===== config.mk =====
export PLATFORM = sky130hd
export DESIGN_NAME = msc_standby_ctrl
export DESIGN_NICKNAME = d
export VERILOG_FILES = /design/src/include/msc_pkg.sv /design/src/core/msc_periph_gate.sv /design/src/core/msc_clkout.sv /design/src/core/msc_standby_ctrl.sv
export SDC_FILE = /design/constraint.sdc
export NUM_CORES = 1
export LEC_CHECK = 0
export BUFFER_PORTS_ARGS = -buffer_cell sky130_fd_sc_hd__buf_2
export CAP_MARGIN = 15
export CORE_AREA = 2 2 204 206
export CTS_BUF_LIST = sky130_fd_sc_hd__clkbuf_8
export CTS_CLUSTER_SIZE = 14
export DETAILED_ROUTE_END_ITERATION = 16
export DIE_AREA = 0 0 206 208
export GPL_ROUTABILITY_DRIVEN = 0
export GPL_TIMING_DRIVEN = 0
export PLACE_DENSITY_LB_ADDON = 0.3
export SLEW_MARGIN = 20
export SYNTH_ARGS = -nofsm -noshare
export SYNTH_HDL_FRONTEND = slang
export SYNTH_SLANG_ARGS = --single-unit
export TNS_END_PERCENT = 100

===== constraint.sdc =====
create_clock -name clk -period 2.8 [get_ports clk]
set_input_delay 0.28 -clock clk [delete_from_list [all_inputs] [get_ports clk]]
set_output_delay 0.28 -clock clk [all_outputs]
set_load 0.01 [all_outputs]

===== src/include/msc_pkg.sv =====
// Constants and carrier types for the module standby and clock output control.
// Assumes a single 40 MHz system clock domain and an AXI4-Lite register master.
package msc_pkg;

    // Register byte addresses
    localparam logic [7:0] MSC_OFS_CTRL_HIGH = 8'h00;
    localparam logic [7:0] MSC_OFS_CTRL_LOW = 8'h04;
    localparam logic [7:0] MSC_OFS_STATUS = 8'h08;

    // Field positions and widths
    localparam int MSC_HIGH_STOP_W = 3;
    localparam int MSC_LOW_STOP_W = 8;
    localparam int MSC_NUM_MOD = 11;
    localparam int MSC_CLKOUT_STOP_BIT = 7;

    // Reset values
    localparam logic [2:0] MSC_HIGH_STOP_RST = 3'h0;
    localparam logic [7:0] MSC_LOW_STOP_RST = 8'h00;
    localparam logic MSC_CLKOUT_STOP_RST = 1'b0;

    // Value a halted module returns on reads
    localparam logic [7:0] MSC_HALT_READ = 8'hFF;

    // AXI responses
    localparam logic [1:0] MSC_RESP_OKAY = 2'h0;
    localparam logic [1:0] MSC_RESP_SLVERR = 2'h2;

    // Operating states of the chip
    typedef enum logic [3:0] {
        MSC_OP_NORMAL = 4'h1,
        MSC_OP_SLEEP = 4'h2,
        MSC_OP_SW_STBY = 4'h4,
        MSC_OP_HW_STBY = 4'h8
    } msc_op_e;

    // Peripheral register port as seen by one stopped-or-running module
    typedef struct packed {
        logic rd;
        logic wr;
        logic [7:0] wdata;
    } msc_preq_s;

endpackage


===== src/core/msc_periph_gate.sv =====
// Per-module access gate: masks writes, forces reads and resets a halted module.
// Assumes module register reads are one byte on the same clock.
`timescale 1ns/1ps
module msc_periph_gate
    import msc_pkg::*;
#(
    parameter int NUM = MSC_NUM_MOD
) (
    // Clock and reset
    input wire logic clk,
    input wire logic rst_n,
    // Stop vector
    input wire logic [NUM-1:0] stopVec,
    // Requests from the bus side and data from the modules
    input wire msc_preq_s [NUM-1:0] busReq,
    input wire logic [NUM*8-1:0] modRdata,
    // Gated towards modules, with read data back to the bus
    output msc_preq_s [NUM-1:0] modReq,
    output logic [NUM*8-1:0] busRdata,
    output logic [NUM-1:0] modRstN
);
    genvar g;
    generate
        for (g = 0; g < NUM; g++) begin : gGate
            assign modReq[g].wr = busReq[g].wr & ~stopVec[g];
            assign modReq[g].rd = busReq[g].rd & ~stopVec[g];
            assign modReq[g].wdata = busReq[g].wdata;
            assign busRdata[g*8 +: 8] = stopVec[g] ? MSC_HALT_READ : modRdata[g*8 +: 8];
            always_ff @(posedge clk or negedge rst_n) begin
                if (!rst_n) begin
                    modRstN[g] <= 1'b0;
                end else begin
                    modRstN[g] <= ~stopVec[g];
                end
            end
        end
    endgenerate
endmodule


===== src/core/msc_clkout.sv =====
// Clock output pin drive per operating state and the clock-output stop bit.
// Assumes the pin pad resolves high impedance from the enable.
`timescale 1ns/1ps
module msc_clkout
    import msc_pkg::*;
(
    // Clock and reset
    input wire logic clk,
    input wire logic rst_n,
    // Control
    input wire logic stopOut,
    input wire msc_op_e opState,
    // Pin
    output logic pinLevel,
    output logic pinOe
);
    // Level select flop; the pad passes the running clock while pinLevel is low
    always_ff @(posedge clk or negedge rst_n) begin
        if (!rst_n) begin
            pinLevel <= 1'b1;
            pinOe <= 1'b1;
        end else begin
            if (stopOut || opState == MSC_OP_HW_STBY) begin
                pinOe <= 1'b0;
                pinLevel <= 1'b0;
            end else if (opState == MSC_OP_SW_STBY) begin
                pinOe <= 1'b1;
                pinLevel <= 1'b1;
            end else begin
                pinOe <= 1'b1;
                pinLevel <= 1'b0;
            end
        end
    end
endmodule


===== src/core/msc_standby_ctrl.sv =====
// Module standby and clock output control, top level with AXI4-Lite slave.
// Assumes CPU and DMA share one AXI4-Lite port; the DMA marks its accesses with a master id.
// Limitation: a DMA write is told apart by awFromDma alone, not by an AXI id.
//
// What this block does
// - Independent stop for each supporting module
// - High and low stop registers
// - Stop takes effect after the write
// - Halted module reads return FF
// - Writes to halted module discarded
// - Halted module registers reset to initial
// - Halted module pins revert to ports
// - CPU reads/writes, DMA reads only
// - Clock stop bit set: pin Hi-Z
// - Bit clear: clock out normal/sleep
// - Software standby high, hardware standby Hi-Z
// - Hardware standby resets modules, ports Hi-Z
//
// Our own choices: the AXI4-Lite register port and the register addresses.
`timescale 1ns/1ps
module msc_standby_ctrl
    import msc_pkg::*;
#(
    parameter int NUM = MSC_NUM_MOD,
    // Position of each module in the 11-bit stop vector {high[2:0], low[7:0]}
    parameter logic [3:0] MAP_SERIAL0 = 4'h0,
    parameter logic [3:0] MAP_SERIAL1 = 4'h1,
    parameter logic [3:0] MAP_SERIAL2 = 4'h2,
    parameter logic [3:0] MAP_DMA = 4'h3,
    parameter logic [3:0] MAP_TIMER16 = 4'h4,
    parameter logic [3:0] MAP_TIMER8 = 4'h5,
    parameter logic [3:0] MAP_DRAM = 4'h6,
    parameter logic [3:0] MAP_ADC = 4'h7
) (
    // Clock and reset
    input wire logic clk,
    input wire logic rst_n,
    // AXI4-Lite write address and data
    input wire logic [7:0] awaddr,
    input wire logic awvalid,
    output logic awready,
    input wire logic [31:0] wdata,
    input wire logic [3:0] wstrb,
    input wire logic wvalid,
    output logic wready,
    output logic [1:0] bresp,
    output logic bvalid,
    input wire logic bready,
    // AXI4-Lite read
    input wire logic [7:0] araddr,
    input wire logic arvalid,
    output logic arready,
    output logic [31:0] rdata,
    output logic [1:0] rresp,
    output logic rvalid,
    input wire logic rready,
    // Master of the current write, high when the DMA controller issues it
    input wire logic awFromDma,
    // Chip operating state pins (from outside, synchronised here)
    input wire logic hwStandbyPin,
    input wire logic swStandby,
    input wire logic sleepMode,
    // Peripheral register ports
    input wire msc_preq_s [NUM-1:0] busReq,
    input wire logic [NUM*8-1:0] modRdata,
    output msc_preq_s [NUM-1:0] modReq,
    output logic [NUM*8-1:0] busRdata,
    // Per-module reset and pin ownership
    output logic [NUM-1:0] modRstN,
    output logic [NUM-1:0] pinFuncEn,
    output logic portHiZ,
    // Named module stop lines
    output logic [7:0] namedStop,
    // Clock output pin
    output logic clkPinLevel,
    output logic clkPinOe
);
    ////////////////////////////////////////////////////////////////////////
    // Synchronisers and operating state
    logic [2:0] syncA_r;
    logic [2:0] syncB_r;
    msc_op_e opState;
    logic [NUM-1:0] gateRstN;
    logic [NUM-1:0] stopVec;

    // Two stages: the standby levels come from outside this clock
    always_ff @(posedge clk or negedge rst_n) begin
        if (!rst_n) begin
            syncA_r <= 3'h0;
            syncB_r <= 3'h0;
        end else begin
            syncA_r <= {hwStandbyPin, swStandby, sleepMode};
            syncB_r <= syncA_r;
        end
    end

    // Hardware standby outranks every other state
    always_comb begin
        if (syncB_r[2]) begin
            opState = MSC_OP_HW_STBY;
        end else if (syncB_r[1]) begin
            opState = MSC_OP_SW_STBY;
        end else if (syncB_r[0]) begin
            opState = MSC_OP_SLEEP;
        end else begin
            opState = MSC_OP_NORMAL;
        end
    end

    ////////////////////////////////////////////////////////////////////////
    // Control registers
    logic [2:0] highStop_r;
    logic [7:0] lowStop_r;
    logic clkStop_r;
    logic awHeld_r;
    logic wHeld_r;
    logic [7:0] awAddr_r;
    logic awDma_r;
    logic [31:0] wData_r;
    logic [3:0] wStrb_r;
    logic doWrite;
    logic wrMapped;
    logic [1:0] wrSel;

    ////////////////////////////////////////////////////////////////////////
    // Register decode
    // One-hot select of the control register at an address, zero if unmapped
    function automatic logic [1:0] ctrlSel(input logic [7:0] addr);
        ctrlSel = 2'b00;
        if (addr == MSC_OFS_CTRL_HIGH) begin
            ctrlSel = 2'b01;
        end else if (addr == MSC_OFS_CTRL_LOW) begin
            ctrlSel = 2'b10;
        end
    endfunction

    // The answer must drain first, so only one write is ever under way
    assign doWrite = awHeld_r && wHeld_r && !bvalid;
    assign wrSel = ctrlSel(awAddr_r);
    assign wrMapped = |wrSel;

    // Address and data taken in either order
    // Each item is latched on its own handshake and waits for the other
    always_ff @(posedge clk or negedge rst_n) begin
        if (!rst_n) begin
            awHeld_r <= 1'b0;
            wHeld_r <= 1'b0;
            awAddr_r <= 8'h00;
            awDma_r <= 1'b0;
            wData_r <= 32'h0000_0000;
            wStrb_r <= 4'h0;
        end else begin
            if (awvalid && awready) begin
                awHeld_r <= 1'b1;
                awAddr_r <= awaddr;
                awDma_r <= awFromDma;
            end else if (doWrite) begin
                awHeld_r <= 1'b0;
            end
            if (wvalid && wready) begin
                wHeld_r <= 1'b1;
                wData_r <= wdata;
                wStrb_r <= wstrb;
            end else if (doWrite) begin
                wHeld_r <= 1'b0;
            end
        end
    end

    // Ready drops while an item is held, so nothing overwrites it
    always_ff @(posedge clk or negedge rst_n) begin
        if (!rst_n) begin
            awready <= 1'b1;
            wready <= 1'b1;
        end else begin
            awready <= !(awvalid && awready) && !awHeld_r;
            wready <= !(wvalid && wready) && !wHeld_r;
            if (doWrite) begin
                awready <= 1'b1;
                wready <= 1'b1;
            end
        end
    end

    // Stop bits sit in two registers; the rest of each byte reads zero, except bit 7 of the high register, which holds the clock stop bit
    // Reset clears stops
    always_ff @(posedge clk or negedge rst_n) begin
        if (!rst_n) begin
            highStop_r <= MSC_HIGH_STOP_RST;
            lowStop_r <= MSC_LOW_STOP_RST;
            clkStop_r <= MSC_CLKOUT_STOP_RST;
        // DMA writes blocked
        // Only byte 0 carries control bits, so its strobe decides
        end else if (doWrite && !awDma_r && wStrb_r[0]) begin
            if (wrSel[0]) begin
                highStop_r <= wData_r[MSC_HIGH_STOP_W-1:0];
                clkStop_r <= wData_r[MSC_CLKOUT_STOP_BIT];
            end else if (wrSel[1]) begin
                lowStop_r <= wData_r[MSC_LOW_STOP_W-1:0];
            end
        end
    end

    // DMA and unmapped writes are answered with an error and change nothing
    always_ff @(posedge clk or negedge rst_n) begin
        if (!rst_n) begin
            bvalid <= 1'b0;
            bresp <= MSC_RESP_OKAY;
        end else if (doWrite) begin
            bvalid <= 1'b1;
            bresp <= (wrMapped && !awDma_r) ? MSC_RESP_OKAY : MSC_RESP_SLVERR;
        end else if (bready) begin
            bvalid <= 1'b0;
        end
    end

    ////////////////////////////////////////////////////////////////////////
    // Read channel
    // Reads open to all
    always_ff @(posedge clk or negedge rst_n) begin
        if (!rst_n) begin
            arready <= 1'b1;
            rvalid <= 1'b0;
            rdata <= 32'h0000_0000;
            rresp <= MSC_RESP_OKAY;
        end else if (arvalid && arready) begin
            arready <= 1'b0;
            rvalid <= 1'b1;
            rresp <= MSC_RESP_OKAY;
            case (araddr)
                MSC_OFS_CTRL_HIGH: rdata <= {24'h0, clkStop_r, 4'h0, highStop_r};
                MSC_OFS_CTRL_LOW: rdata <= {24'h0, lowStop_r};
                // Status lags the pins by the two synchroniser stages
                MSC_OFS_STATUS: rdata <= {28'h0, opState};
                default: begin
                    rdata <= 32'h0000_0000;
                    rresp <= MSC_RESP_SLVERR;
                end
            endcase
        end else if (rvalid && rready) begin
            rvalid <= 1'b0;
            arready <= 1'b1;
        end
    end

    ////////////////////////////////////////////////////////////////////////
    // Stop vector, module gating and pins
    // Halt on next cycle
    // Hardware standby stops all
    // Order is {high, low}; low bit 0 is index 0
    assign stopVec = {highStop_r, lowStop_r} | {NUM{opState == MSC_OP_HW_STBY}};

    // The gate resets a halted module one edge after its stop rises
    msc_periph_gate #(
        .NUM(NUM)
    ) uGate (
        .clk(clk),
        .rst_n(rst_n),
        .stopVec(stopVec),
        .busReq(busReq),
        .modRdata(modRdata),
        .modReq(modReq),
        .busRdata(busRdata),
        .modRstN(gateRstN)
    );
    assign modRstN = gateRstN;

    // Picks the eight named stop lines out of the stop vector by the map
    function automatic logic [7:0] namedOf(input logic [NUM-1:0] s);
        namedOf = {s[MAP_ADC], s[MAP_DRAM], s[MAP_TIMER8], s[MAP_TIMER16],
            s[MAP_DMA], s[MAP_SERIAL2], s[MAP_SERIAL1], s[MAP_SERIAL0]};
    endfunction

    // Pins revert to port
    // Registered, so pin ownership moves one edge after the stop bit
    always_ff @(posedge clk or negedge rst_n) begin
        if (!rst_n) begin
            namedStop <= 8'h00;
            pinFuncEn <= '0;
            portHiZ <= 1'b0;
        end else begin
            namedStop <= namedOf(stopVec);
            pinFuncEn <= ~stopVec;
            portHiZ <= (opState == MSC_OP_HW_STBY);
        end
    end

    // The pad mixes in the running clock; only level and enable come from here
    msc_clkout uClk (
        .clk(clk),
        .rst_n(rst_n),
        .stopOut(clkStop_r),
        .opState(opState),
        .pinLevel(clkPinLevel),
        .pinOe(clkPinOe)
    );
endmodule


==> flow_metrics.py <==
metrics = {
    "final_layout": {
        "layout_common_cells": "389 x buf_2, 126 x buf_4, 88 x or3_1, 70 x dfrtp_1",
        "post-route-util_pct": 18.40,
        "fin_area_mm2": 0.007463,
        "area_growth_pct": 67.32,
        "drive_gt1_share_pct": 64.02,
        "final_common_cell": "buf_2",
        "fin_nets": 1151,
    },
    "power": {
        "p_comb_share_pct": 32.8,
        "power.leakage_nw": 3.914,
        "power_density_mw_per_mm2": 470.8,
        "seqPwrFrac_pct": 41.4,
        "p_sw_w": 0.001186,
        "p_clk_share_pct": 25.8,
        "swShare_pct": 33.75,
        "peakVddDrop_mv": 0.1936,
        "p_int_w": 0.002328,
    },
    "timing": {
        "timing.fmax_mhz": 388.1,
        "slew_headroom_pct": 41.39,
        "setup_viol": 0,
        "worst_slack_ns": 0.2234,
        "finalSetupTns_ns": 0,
        "fin_skew_ns": 0.01277,
        "min_period_ns": 2.577,
        "layout_worst_path_cycle_share_pct": 92.02,
        "final_max_slew_viol_count": 0,
        "rsz0062_at_grt": "false",
        "hold_viol_final": 0,
        "tightest_slew_ns": 0.8792,
    },
    "placement": {
        "place_ws_ns": 0.1585,
        "hpwl_um": 17440,
        "portBuffers": 390,
        "dpl_cell_area_mm2": 0.007202,
    },
    "logic_synthesis": {
        "synth_flop_cell": "dfrtp_1",
        "ys_seq_area_share_pct": 42.22,
        "synth_edf_count": 0,
        "yosys_register_bits": 75,
        "ys_warn_count": 0,
        "synthArstFlopShare_pct": 100.0,
        "synth_cells": 458,
        "synth.distinct_cells": 29,
        "synthesis.area_mm2": 0.004461,
        "avgSynthCellArea_um2": 9.739,
    },
    "global_route": {
        "grt_pass1_vias": 4427,
        "grt_pass1_wl_um": 28840,
        "antenna_found_initial": 5,
        "grtUsageTotal_pct": 9.390,
        "grt_max_degree": 43,
        "gr-total-overflow": 0,
    },
    "die": {
        "die_y_um": 208,
        "fp-row-count": 74,
        "die_x_um": 206,
        "start_util_pct": 11.00,
        "io-pin-count": 533,
        "die-area_mm2": 0.04285,
        "core_mm2": 0.04055,
    },
    "clock_network": {
        "postCtsSetupBuffers": 0,
        "clock_sinks": 75,
        "cts_inserted_buffers": 9,
        "htree_levels": 3,
        "cts_root_buf": "clkbuf_8",
        "clock_latency_ns": 0.39,
        "cts_tree": "done",
        "clkTransAtPathRegs_ns": 0.09,
        "clk_path_buf_depth": 2,
    },
    "drt": {
        "drt-initial-drc-count": 107,
        "via_per_inst": 3.254,
        "drt_first_pass_iters": 4,
        "wl_um": 20700,
        "route.vias.total": 4657,
        "post_drt_wl_per_cell_um": 14.46,
        "drcViolationCount": 0,
        "ant_nets": 0,
    },
    "worst_setup_path": {
        "critPathLaunchType": "flip-flop",
        "worstPathArrival_ns": 2.30,
        "cp_max_fo": 11,
        "crit_path_end_kind": "output port",
        "required_ns": 2.52,
        "worst-setup-path-type": "flip-flop to output port",
    },
    "status": {
        "outcome": "complete, no violations",
    },
    "worst_hold_path": {
        "worstHoldPathType": "input pin to flip-flop",
    },
    "job": {
        "maxCapViolations": 0,
    },
}
-- sequential cells by signal, indices dropped and copies added, names as in the netlist, 3 cells and up --
signal	count
pinFuncEn	11
syncB_r	3
syncA_r	3
namedStop	8
highStop_r	3
rdata	8
wData_r	8
lowStop_r	8
awAddr_r	8
-- worst max-delay path: stages, from the launching register on --
cell,delay (ns)
dfrtp_1,0.43
clkbuf_2,0.41
clkbuf_1,0.67
or3_1,0.23
buf_2,0.14
-- synthesized netlist by cell type, types with 3 or more instances --
library cell	instances	area (um^2)
mux2_2	26	292.8
or3_1	88	550.5
a2bb2oi_1	3	26.28
mux2i_1	5	50.05
nor2_1	14	52.55
or4_4	3	33.78
dfstp_2	5	131.4
nor2b_1	3	18.77
and2_1	24	150.1
mux2_4	4	60.06
inv_1	14	52.55
dfrtp_1	70	1752
nand2_1	22	82.58
buf_4	125	938.4
clkbuf_1	27	101.4
o21ai_0	12	60.06
-- stage by stage --
step           hold slack (ns)  power (W)  instances
6_report               0.05684   0.003514       1431
5_1_grt                0.03953   0.003789       1428
4_1_cts               0.004823   0.003630       1427
3_5_place_dp            0.2781   0.002650       1406
3_3_place_gp            0.3334   0.002624       1405
2_1_floorplan         -0.01559   0.002136        483
-- final cells by class --
class	count	area (um^2)
fillers	4583	33090
repair buffers	396	2032
flip-flops and latches	75	1883
multi-input cells	241	1568
plain buffers	153	1052
well taps	532	665.6
clock buffers	9	123.9
clock inverters	7	76.32
inverters	14	52.55
diodes	4	10.01
-- power groups by stage --
stage | Combinational (W) | Clock [W] | Sequential, W
6_report | 0.00115 | 0.000908 | 0.00145
5_1_grt | 0.00127 | 0.00103 | 0.00149
4_1_cts | 0.00118 | 0.000991 | 0.00146
3_5_place_dp | 0.00117 | 0 | 0.00148
3_3_place_gp | 0.00115 | 0 | 0.00147
2_1_floorplan | 0.000669 | 0 | 0.00147
-- what timing repair did --
item | in CTS | in global routing
hold buffers | 5 | 0
setup endpoints to repair | 50 | 0
resized for setup | 1 | 0
hold endpoints to repair | 35 | 0
-- metal layers --
metal	global-route usage (%)	wire length, um
met3	3.086	1648
met5	0	41
met4	1.921	157
met2	16.78	10620
met1	10.82	8222
-- kinds of logic (layout without fill, tap and decap cells) --
family,after synthesis,after routing,synth area share (%)
AND/OR/NAND/NOR,161,161,21.29
buffers and inverters,167,579,24.74
flip-flops,75,75,42.22
AO/OA/AOI/OAI,19,19,2.637
multiplexers,35,35,9.032
other,1,30,0.08407
-- path summary, 6_finish.rpt --
path / start / endpoint / slack [ns] / cells past startpoint
min reg2reg: syncA_r[2] / syncB_r[2] / 0.35 / 0
min in group asynchronous: rst_n / namedStop[3] / 0.37 / 2
max in group asynchronous: rst_n / arready / 1.75 / 3
max: syncB_r[2] / busRdata[47] / 0.22 / 4
min: arvalid / arready / 0.06 / 2
max reg2reg: awAddr_r[0] / lowStop_r[0] / 0.59 / 3
(Power assumes the default switching activity.)
